`src/design/agfc_pkg.sv`:
```
/*
  Shared constants and types of the auto gain and fault control block:
  register offsets, field positions, reset values and the settings bundle.
  Assumes a single 200 MHz clock and an AHB-Lite master with 32-bit data.
*/
package agfc_pkg;

  localparam int unsigned CLK_MHZ = 200;

  // Register byte offsets
  localparam logic [7:0] OFS_CTRL     = 8'h00;
  localparam logic [7:0] OFS_FAULT    = 8'h04;
  localparam logic [7:0] OFS_GAINCFG  = 8'h08;
  localparam logic [7:0] OFS_LEVELS   = 8'h0C;
  localparam logic [7:0] OFS_TIMES    = 8'h10;
  localparam logic [7:0] OFS_STATUS   = 8'h14;
  localparam logic [7:0] OFS_IRQ_STAT = 8'h18;
  localparam logic [7:0] OFS_IRQ_EN   = 8'h1C;
  localparam logic [7:0] OFS_IRQ_CLR  = 8'h20;

  // Control register fields
  localparam int unsigned BIT_SWS_L    = 0;
  localparam int unsigned BIT_SWS_R    = 1;
  localparam int unsigned BIT_LOOP_EN  = 2;
  localparam int unsigned BIT_COMP_EN  = 4;
  // Fault flags sit at bit 3 (left) and bit 4 (right) of the fault register
  localparam int unsigned BIT_FAULT_L  = 3;
  localparam int unsigned BIT_FAULT_R  = 4;

  // Gain in half-dB units, signed 8 bits
  localparam logic signed [7:0] GAIN_MIN_COMP   = 8'shC8; // -28 dB
  localparam logic signed [7:0] GAIN_MIN_NOCOMP = 8'sh00; // 0 dB
  localparam logic signed [7:0] GAIN_MAX_ALL    = 8'sh3C; // +30 dB
  localparam logic signed [7:0] GAIN_STEP       = 8'sh01; // 0.5 dB
  localparam logic signed [7:0] FIXED_RESET     = 8'sh0C; // +6 dB

  // Time fields count in units of one millisecond tick
  localparam int unsigned TICK_US     = 1000;
  localparam int unsigned TICK_CYCLES = TICK_US * CLK_MHZ;

  localparam logic [15:0] TIMES_RESET = 16'h1421;
  localparam logic [31:0] LEVEL_RESET = 32'h0008_1A40;

  // Interrupt status bits
  localparam int unsigned IRQ_FAULT  = 0;
  localparam int unsigned IRQ_GDOWN  = 1;
  localparam int unsigned IRQ_GUP    = 2;
  localparam int unsigned IRQ_W      = 3;

  typedef enum logic [1:0] {
    CR_1TO1 = 2'b00,
    CR_2TO1 = 2'b01,
    CR_4TO1 = 2'b10,
    CR_8TO1 = 2'b11
  } agfc_ratio_t;

  typedef struct packed {
    logic               loop_en;
    logic               comp_en;
    agfc_ratio_t        ratio;
    logic signed [7:0]  fixed_gain;
    logic signed [7:0]  max_gain;
    logic        [7:0]  limiter;
    logic        [7:0]  gate;
    logic        [3:0]  attack;
    logic        [3:0]  rel_time;
    logic        [3:0]  hold;
  } agfc_cfg_t;

  typedef struct packed {
    logic        [7:0]  amp_in;
    logic               sc;
  } agfc_sense_t;

endpackage

```
`src/design/agfc_gain_loop.sv`:
```
/*
  Gain loop of one channel: steps the gain by one half-dB at a time under
  attack, release and hold intervals. Amplitude input is a sampled envelope
  from the same clock; tick is a one-cycle millisecond pulse.
*/
module agfc_gain_loop
(
  input  wire logic              i_ref_clk,
  input  wire logic              i_rst,
  input  wire logic              i_tick,
  input  wire logic              i_run,
  input  wire agfc_pkg::agfc_cfg_t i_cfg,
  input  wire logic        [7:0] i_amp,
  output logic signed      [7:0] o_gain,
  output logic                   o_down,
  output logic                   o_up
);

  logic [4:0] atk_cnt;
  logic [4:0] rel_cnt;
  logic [4:0] hold_cnt;
  logic       was_high;

  function automatic logic signed [7:0] lo_bound(input logic comp);
    lo_bound = comp ? agfc_pkg::GAIN_MIN_COMP : agfc_pkg::GAIN_MIN_NOCOMP;
  endfunction

  function automatic logic signed [7:0] clampg(input logic signed [7:0] g,
                                              input logic comp);
    if (g < lo_bound(comp))
      clampg = lo_bound(comp);
    else if (g > agfc_pkg::GAIN_MAX_ALL)
      clampg = agfc_pkg::GAIN_MAX_ALL;
    else
      clampg = g;
  endfunction

  // Output level estimate: input envelope plus gain, 10 bits signed, no saturation
  wire logic signed [9:0] out_lvl = $signed({2'b00, i_amp}) +
                                    {{2{o_gain[7]}}, o_gain};
  // Target gain from ratio: excess below the limiter shifted by the ratio
  wire logic signed [9:0] deficit = $signed({2'b00, i_cfg.limiter}) - out_lvl;
  wire logic signed [9:0] comp_tgt = {{2{o_gain[7]}}, o_gain} +
                                     (deficit >>> i_cfg.ratio);
  wire logic gated    = i_amp < i_cfg.gate;
  wire logic too_loud = out_lvl > $signed({2'b00, i_cfg.limiter});
  wire logic want_up  = !too_loud && deficit > 10'sd1 &&
                        comp_tgt > {{2{o_gain[7]}}, o_gain} &&
                        o_gain < i_cfg.max_gain;
  wire logic atk_done = atk_cnt >= {1'b0, i_cfg.attack};
  wire logic rel_done = rel_cnt >= {1'b0, i_cfg.rel_time};
  wire logic hld_done = !was_high ||
                        hold_cnt >= {1'b0, i_cfg.hold};
  wire logic do_down  = i_run && i_cfg.loop_en && !gated && too_loud &&
                        atk_done;
  wire logic do_up    = i_run && i_cfg.loop_en && !gated && want_up &&
                        rel_done && hld_done;
  wire logic signed [7:0] next_gain =
    !i_run || !i_cfg.loop_en ? clampg(i_cfg.fixed_gain, i_cfg.comp_en) :
    do_down ? clampg(o_gain - agfc_pkg::GAIN_STEP, i_cfg.comp_en) :
    do_up   ? clampg(o_gain + agfc_pkg::GAIN_STEP, i_cfg.comp_en) :
    o_gain;

  function automatic logic [4:0] bump(input logic [4:0] c, input logic t);
    bump = (t && c != 5'h1F) ? c + 5'h01 : c;
  endfunction

  always_ff @(posedge i_ref_clk)
  begin
    if (i_rst)
    begin
      o_gain   <= agfc_pkg::FIXED_RESET;
      atk_cnt  <= 5'h1F;
      rel_cnt  <= 5'h1F;
      hold_cnt <= 5'h00;
      was_high <= 1'b0;
      o_down   <= 1'b0;
      o_up     <= 1'b0;
    end
    else
    begin
      o_gain <= next_gain;
      o_down <= do_down;
      o_up   <= do_up;
      // Attack starts full so the first overload drops gain at once
      if (do_down || do_up)
      begin
        atk_cnt  <= 5'h00;
        rel_cnt  <= 5'h00;
        hold_cnt <= 5'h00;
        was_high <= do_down;
      end
      else
      begin
        atk_cnt  <= bump(atk_cnt, i_tick);
        rel_cnt  <= bump(rel_cnt, i_tick);
        hold_cnt <= bump(hold_cnt, i_tick);
      end
    end
  end

endmodule

```
`src/design/agfc_sync.sv`:
```
/*
  Three-stage synchroniser for a level from outside the clock domain.
  The output changes only once the second and third stages agree.
*/
module agfc_sync
(
  input  wire logic i_ref_clk,
  input  wire logic i_rst,
  input  wire logic i_async,
  output logic      o_level
);

  logic s1;
  logic s2;
  logic s3;

  always_ff @(posedge i_ref_clk)
  begin
    if (i_rst)
    begin
      s1      <= 1'b0;
      s2      <= 1'b0;
      s3      <= 1'b0;
      o_level <= 1'b0;
    end
    else
    begin
      s1 <= i_async;
      s2 <= s1;
      s3 <= s2;
      if (s2 == s3)
        o_level <= s3;
    end
  end

endmodule

```
`src/design/agfc_top.sv`:
```
/*
  Auto gain and fault control: AHB-Lite register slave, two gain loops,
  short-circuit latch with reduced duty-cycle mode, interrupts.
  Assumes short-circuit and shutdown pins are asynchronous, amplitude
  envelopes arrive on this clock, and hready is this slave's hreadyout.
*/
// Local design decisions: the register offsets and register access over AHB-Lite.
module agfc_top
(
  input  wire logic        i_ref_clk,
  input  wire logic        i_rst,
  input  wire logic        i_shutdown_pin_n,
  input  wire logic        i_sc_left,
  input  wire logic        i_sc_right,
  input  wire logic  [7:0] i_amp_left,
  input  wire logic  [7:0] i_amp_right,
  input  wire logic        hsel,
  input  wire logic [31:0] haddr,
  input  wire logic  [1:0] htrans,
  input  wire logic        hwrite,
  input  wire logic  [2:0] hsize,
  input  wire logic [31:0] hwdata,
  input  wire logic        hready,
  output logic      [31:0] hrdata,
  output logic             hreadyout,
  output logic             hresp,
  output logic       [7:0] o_gain_left,
  output logic       [7:0] o_gain_right,
  output logic             o_enable_left,
  output logic             o_enable_right,
  output logic             o_low_duty_left,
  output logic             o_low_duty_right,
  output logic             o_irq
);

  agfc_pkg::agfc_cfg_t cfg;
  logic        sws_l;
  logic        sws_r;
  logic        fault_l;
  logic        fault_r;
  logic        low_l;
  logic        low_r;
  logic [agfc_pkg::IRQ_W-1:0] irq_stat;
  logic [agfc_pkg::IRQ_W-1:0] irq_en;
  logic        wr_pend;
  logic  [7:0] wr_addr;
  logic [31:0] tick_cnt;
  logic        tick;
  logic        sdn_pin_n;
  logic        sc_l;
  logic        sc_r;
  logic        down_l;
  logic        down_r;
  logic        up_l;
  logic        up_r;
  logic signed [7:0] gain_l;
  logic signed [7:0] gain_r;

  agfc_sync u_sync_sdn
  (
    .i_ref_clk (i_ref_clk),
    .i_rst     (i_rst),
    .i_async   (i_shutdown_pin_n),
    .o_level   (sdn_pin_n)
  );

  agfc_sync u_sync_scl
  (
    .i_ref_clk (i_ref_clk),
    .i_rst     (i_rst),
    .i_async   (i_sc_left),
    .o_level   (sc_l)
  );

  agfc_sync u_sync_scr
  (
    .i_ref_clk (i_ref_clk),
    .i_rst     (i_rst),
    .i_async   (i_sc_right),
    .o_level   (sc_r)
  );

  // Channel runs only with pin high and its own software shutdown clear
  wire logic run_l = sdn_pin_n && !sws_l;
  wire logic run_r = sdn_pin_n && !sws_r;

  agfc_gain_loop u_loop_l
  (
    .i_ref_clk (i_ref_clk),
    .i_rst     (i_rst),
    .i_tick    (tick),
    .i_run     (run_l),
    .i_cfg     (cfg),
    .i_amp     (i_amp_left),
    .o_gain    (gain_l),
    .o_down    (down_l),
    .o_up      (up_l)
  );

  agfc_gain_loop u_loop_r
  (
    .i_ref_clk (i_ref_clk),
    .i_rst     (i_rst),
    .i_tick    (tick),
    .i_run     (run_r),
    .i_cfg     (cfg),
    .i_amp     (i_amp_right),
    .o_gain    (gain_r),
    .o_down    (down_r),
    .o_up      (up_r)
  );

  // Bus decode; writes complete in the data phase, reads answer directly
  wire logic addr_ok = htrans[1] && hsel && hready;
  wire logic wr_req  = addr_ok && hwrite;
  wire logic rd_req  = addr_ok && !hwrite;
  wire logic wr_now  = wr_pend;
  wire logic wr_ctrl  = wr_now && wr_addr == agfc_pkg::OFS_CTRL;
  wire logic wr_fault = wr_now && wr_addr == agfc_pkg::OFS_FAULT;
  wire logic wr_gcfg  = wr_now && wr_addr == agfc_pkg::OFS_GAINCFG;
  wire logic wr_lvl   = wr_now && wr_addr == agfc_pkg::OFS_LEVELS;
  wire logic wr_tim   = wr_now && wr_addr == agfc_pkg::OFS_TIMES;
  wire logic wr_ien   = wr_now && wr_addr == agfc_pkg::OFS_IRQ_EN;
  wire logic wr_iclr  = wr_now && wr_addr == agfc_pkg::OFS_IRQ_CLR;

  wire logic clr_fl = wr_fault && hwdata[agfc_pkg::BIT_FAULT_L];
  wire logic clr_fr = wr_fault && hwdata[agfc_pkg::BIT_FAULT_R];

  wire logic [agfc_pkg::IRQ_W-1:0] irq_evt =
    {up_l | up_r, down_l | down_r, (sc_l & !fault_l) | (sc_r & !fault_r)};
  wire logic [agfc_pkg::IRQ_W-1:0] iclr_mask =
    wr_iclr ? hwdata[agfc_pkg::IRQ_W-1:0] : {agfc_pkg::IRQ_W{1'b0}};

  // Fixed gain outside the allowed range is clipped when written
  wire logic signed [7:0] wfix = hwdata[7:0];
  wire logic signed [7:0] lo_fix = hwdata[agfc_pkg::BIT_COMP_EN + 8] ?
    agfc_pkg::GAIN_MIN_COMP : agfc_pkg::GAIN_MIN_NOCOMP;
  wire logic signed [7:0] next_fixed =
    wfix < lo_fix ? lo_fix :
    wfix > agfc_pkg::GAIN_MAX_ALL ? agfc_pkg::GAIN_MAX_ALL : wfix;

  wire logic [7:0] addr_rd = haddr[7:0];
  wire logic [31:0] rd_mux =
    addr_rd == agfc_pkg::OFS_CTRL ?
      {27'h0, cfg.comp_en, 1'b0, cfg.loop_en, sws_r, sws_l} :
    addr_rd == agfc_pkg::OFS_FAULT ?
      {27'h0, fault_r, fault_l, 3'h0} :
    addr_rd == agfc_pkg::OFS_GAINCFG ?
      {6'h0, cfg.ratio, cfg.max_gain, 8'h00, cfg.fixed_gain} :
    addr_rd == agfc_pkg::OFS_LEVELS ?
      {16'h0, cfg.gate, cfg.limiter} :
    addr_rd == agfc_pkg::OFS_TIMES ?
      {20'h0, cfg.hold, cfg.rel_time, cfg.attack} :
    addr_rd == agfc_pkg::OFS_STATUS ?
      {14'h0, low_r, low_l, gain_r, gain_l} :
    addr_rd == agfc_pkg::OFS_IRQ_STAT ? {29'h0, irq_stat} :
    addr_rd == agfc_pkg::OFS_IRQ_EN ? {29'h0, irq_en} : 32'h0000_0000;

  always_ff @(posedge i_ref_clk)
  begin
    if (i_rst)
    begin
      wr_pend <= 1'b0;
      wr_addr <= 8'h00;
      hrdata  <= 32'h0000_0000;
    end
    else
    begin
      wr_pend <= wr_req;
      if (wr_req)
        wr_addr <= haddr[7:0];
      if (rd_req)
        hrdata <= rd_mux;
    end
  end

  always_ff @(posedge i_ref_clk)
  begin
    if (i_rst)
    begin
      sws_l       <= 1'b0;
      sws_r       <= 1'b0;
      cfg.loop_en <= 1'b1;
      cfg.comp_en <= 1'b1;
      cfg.ratio   <= agfc_pkg::CR_4TO1;
      cfg.fixed_gain <= agfc_pkg::FIXED_RESET;
      cfg.max_gain   <= agfc_pkg::GAIN_MAX_ALL;
      {cfg.gate, cfg.limiter} <= agfc_pkg::LEVEL_RESET[15:0];
      {cfg.hold, cfg.rel_time, cfg.attack} <= agfc_pkg::TIMES_RESET[11:0];
      irq_en      <= {agfc_pkg::IRQ_W{1'b0}};
    end
    else
    begin
      if (wr_ctrl)
      begin
        sws_l       <= hwdata[agfc_pkg::BIT_SWS_L];
        sws_r       <= hwdata[agfc_pkg::BIT_SWS_R];
        cfg.loop_en <= hwdata[agfc_pkg::BIT_LOOP_EN];
        cfg.comp_en <= hwdata[agfc_pkg::BIT_COMP_EN];
      end
      if (wr_gcfg)
      begin
        cfg.fixed_gain <= next_fixed;
        cfg.max_gain   <= hwdata[23:16];
        cfg.ratio      <= agfc_pkg::agfc_ratio_t'(hwdata[25:24]);
      end
      if (wr_lvl)
        {cfg.gate, cfg.limiter} <= hwdata[15:0];
      if (wr_tim)
        {cfg.hold, cfg.rel_time, cfg.attack} <= hwdata[11:0];
      if (wr_ien)
        irq_en <= hwdata[agfc_pkg::IRQ_W-1:0];
    end
  end

  // Fault and low-duty latches; a new event wins over a clear
  always_ff @(posedge i_ref_clk)
  begin
    if (i_rst)
    begin
      fault_l  <= 1'b0;
      fault_r  <= 1'b0;
      low_l    <= 1'b0;
      low_r    <= 1'b0;
      irq_stat <= {agfc_pkg::IRQ_W{1'b0}};
    end
    else
    begin
      fault_l <= sc_l | (fault_l & !clr_fl);
      fault_r <= sc_r | (fault_r & !clr_fr);
      low_l   <= sc_l | (low_l & run_l);
      low_r   <= sc_r | (low_r & run_r);
      irq_stat <= irq_evt | (irq_stat & ~iclr_mask);
    end
  end

  // Millisecond tick shared by both loops' interval timers
  always_ff @(posedge i_ref_clk)
  begin
    if (i_rst)
    begin
      tick_cnt <= 32'h0000_0000;
      tick     <= 1'b0;
    end
    else
    begin
      tick <= tick_cnt == 32'(agfc_pkg::TICK_CYCLES - 1);
      if (tick_cnt == 32'(agfc_pkg::TICK_CYCLES - 1))
        tick_cnt <= 32'h0000_0000;
      else
        tick_cnt <= tick_cnt + 32'h0000_0001;
    end
  end

  assign hreadyout        = 1'b1;
  assign hresp            = 1'b0;
  assign o_gain_left      = gain_l;
  assign o_gain_right     = gain_r;
  assign o_enable_left    = run_l;
  assign o_enable_right   = run_r;
  assign o_low_duty_left  = low_l;
  assign o_low_duty_right = low_r;
  assign o_irq            = |(irq_stat & irq_en);

endmodule

```
`config.mk`:
```
export PLATFORM = sky130hd
export DESIGN_NAME = agfc_top
export DESIGN_NICKNAME = d
export VERILOG_FILES = /design/src/design/agfc_pkg.sv /design/src/design/agfc_gain_loop.sv /design/src/design/agfc_sync.sv /design/src/design/agfc_top.sv
export SDC_FILE = /design/constraint.sdc
export NUM_CORES = 1
export LEC_CHECK = 0
export BUFFER_PORTS_ARGS = -buffer_cell sky130_fd_sc_hd__clkbuf_2
export CAP_MARGIN = 5
export CORE_UTILIZATION = 66
export DETAILED_ROUTE_END_ITERATION = 6
export PLACE_DENSITY = 0.88
export SLEW_MARGIN = 25
export SYNTH_ARGS = -nofsm -noshare
export SYNTH_HDL_FRONTEND = slang
export SYNTH_HIERARCHICAL = 1
export SYNTH_SLANG_ARGS = --single-unit
```
`constraint.sdc`:
```
create_clock -name i_ref_clk -period 10.14 [get_ports i_ref_clk]
set_input_delay 0.507 -clock i_ref_clk [delete_from_list [all_inputs] [get_ports i_ref_clk]]
set_output_delay 0.507 -clock i_ref_clk [all_outputs]
set_load 0.005 [all_outputs]
```
==> results.ini <==
[status]
outcome = complete, but fails checks
violations = DRC

[placed_design]
place.gp.congestion = 0.967
numPortBuffers = 105
placedInstanceArea_sq_um = 15200
dp_slack_ps = 2540
dpl.hpwl_mm = 32.7
placed_cells = 2115

[logic_synthesis]
ys_ff_latch = 192
yosysTopAreaCell = dfxtp_1
yosysWarnings = 6
synth_edf_count = 0
synthTopCellsByArea = dfxtp_1, ha_1, mux2i_1, nand2_1, a21oi_1
synth_cell_types = 100
ys.flop_type = dfxtp_1
syn_area_sq_um = 14700
synth.top_cell.area_share_pct = 26.2
ys_seq_area_share_pct = 26.2
avgSynthCellArea_sq_um = 8.13
yosysMostFrequentCell = dfxtp_1
async_reset_ff_share_pct = 0
synth_cells = 1802
synth_common_cells = dfxtp_1, nand2_1, ha_1

[sta]
final.min_clock_period_ps = 7750
rsz0062_at_grt = no
fmax_mhz = 129
slew_violations = 0
setup_violations = 0
finalCritPeriodShare_pct = 76.4
setup_ws_ps = 2390
hold-worst-slack_ps = 251
skew_ps = 16.9
tightestPinTransition_ps = 931
hold_viol = 0
slew_headroom_pct = 37.1
fin_tns_setup_ps = 0

[clock_tree]
cts_setup_buffers = 0
cts_hold_buf = 0
h-tree-depth = 4
clockRootBuffer = clkbuf_16
cts_sinks = 192
numCtsBuffers = 17
clkSlewWorstSetupHoldPaths_ps = 90
worstSkewPairLatency_ps = 460
cts_buffer_depth = 2
ctsResizeCount = 0
cts_tree = yes

[pwr]
cellPowerDensity_nw_per_um2 = 112
ir_drop_mv = 0.157
p_leak_nw = 6.56
total_power_mw = 1.79

[setup_path]
cpMaxStageDelayCell = xnor2_1
critPathMaxStageDelay_ps = 590
worstPathRequired_ps = 10460
cpMostUsedCell = ha_1
criticalPathCategory = flop to flop
startpoint_type = flop
cp-end-kind = flop
worstPathArrival_ps = 8070
crit_path_max_fanout = 15

[cells_and_area]
final_net_count = 2110
utilization_pct = 72.9
layout-drive-gt1-share_pct = 10.8
syn_to_final_growth_pct = 8.60
fill_cells = 1649
instances_no_fill = 2147
final_area_sq_um = 15900
antenna_cells = 0

[global_route]
grt_first_pass_wirelength_mm = 69.4
antenna_found_initial = 1
overflow = 0
grt.total_usage_pct = 39.4
grt_max_degree = 77
grt_pass1_vias = 13500

[route]
via_per_inst = 6.67
drt_drc_violations_left = 1
wl_mm = 44.6
routedWlPerCell_um = 20.7
firstDrtPassIters = 7
ant_nets = 0
num_vias = 14300
drtIter0Drc = 1741

[flow_run]
drv_cap = 0

[floorplan]
die-area_sq_um = 22800
rows = 54
chipWidth_um = 151
core_sq_um = 21800
start_util_pct = 67.2
io_pins = 148
die_h_um = 151

[hold_path]
min_path_type = input pin to flop

## kinds of logic (layout without fill, tap and decap cells)
logic type | Yosys count | count (layout) | share of synthesized area (%)
other | 2 | 8 | 0.0512
buffers and inverters | 208 | 267 | 5.87
and+or+nand+nor | 604 | 604 | 21.3
AOI/OAI and AO/OA | 457 | 457 | 20.9
muxes | 76 | 76 | 5.37
xor gates and xnor gates | 100 | 100 | 6.07
DFF | 192 | 192 | 26.2
adders and majority gates | 163 | 163 | 14.2
## critical path: cells and delay by family (launching register included)
family / cells / cell delay (ps)
simple gates: 2 / 170
mux: 2 / 440
compound gates: 16 / 3700
xor+xnor: 3 / 1110
flops: 1 / 520
fa+ha+maj: 5 / 1660
## cells in the final DEF (no fill, tap or decap), drive strengths merged, types with 8 or more instances in the layout
master	netlist	layout
dfxtp	192	192
nand2	163	163
ha	157	157
a21oi	126	126
inv	115	126
clkbuf	62	121
nor2	117	117
o21ai	103	103
xnor2	66	66
mux2i	64	64
nand3	56	56
nor2b	43	43
nor3	43	43
xor2	33	33
nand2b	31	31
and3	27	27
nand4	27	27
a21o	23	23
nor4	20	20
o211ai	19	19
a211oi	19	19
a31oi	17	17
buf	28	14
or4	14	14
a32oi	13	13
o21a	13	13
o21bai	13	13
or3	13	13
o41ai	12	12
mux2	12	12
and2	10	10
a2bb2oi	9	9
o31ai	9	9
nor4b	9	9
a22oi	8	8
conb	2	8
## where the power goes
group / internal (mW) / switching (mW)
registers: 0.758 / 0.00538
logic: 0.105 / 0.162
clock network: 0.358 / 0.402
total: 1.22 / 0.569
## registers in the layout (all words and copies together) (netlist names), 8 cells and up
| name | cells |
|---|---|
| wr_addr | 8 |
| cfg | 48 |
| u_loop_r/o_gain | 8 |
| tick_cnt | 32 |
| u_loop_l/o_gain | 8 |
| hrdata | 26 |
## area by class of cell
type / instances / area [sq um] / share of cell area (%)
clock inverter: 15 / 243 / 1.52
inverter: 117 / 439 / 2.76
sequential: 192 / 3840 / 24.1
clock buffer: 17 / 425 / 2.67
tap: 280 / 350 / 2.20
multi-input combinational: 1408 / 9990 / 62.8
timing repair buffer: 118 / 626 / 3.93
## final timing paths
check	depth (start not counted)	startpoint	end	slack (ps)
max	28	u_loop_l/o_gain[0]$_SDFFE_PP0P_	u_loop_l/rel_cnt[1]$_SDFFE_PP1P_	2390
min reg2reg	1	u_sync_scr/s1$_SDFF_PP0_	u_sync_scr/s2$_SDFF_PP0_	440
min	3	hwdata[25]	cfg[45]$_SDFFE_PP1P_	250
max reg2reg	28	u_loop_l/o_gain[0]$_SDFFE_PP0P_	u_loop_l/rel_cnt[1]$_SDFFE_PP1P_	2390
## metal layers
| metal | up-vias | global-route usage, % | routed length [um] |
|---|---|---|---|
| met4 | 0 | 22.9 | 2530 |
| met5 | - | 0 | 0 |
| met3 | 184 | 7.35 | 4710 |
| li1 | 6630 | - | - |
| met1 | 6699 | 49.8 | 17600 |
| met2 | 816 | 62.6 | 19700 |
(Power assumes the default switching activity.)
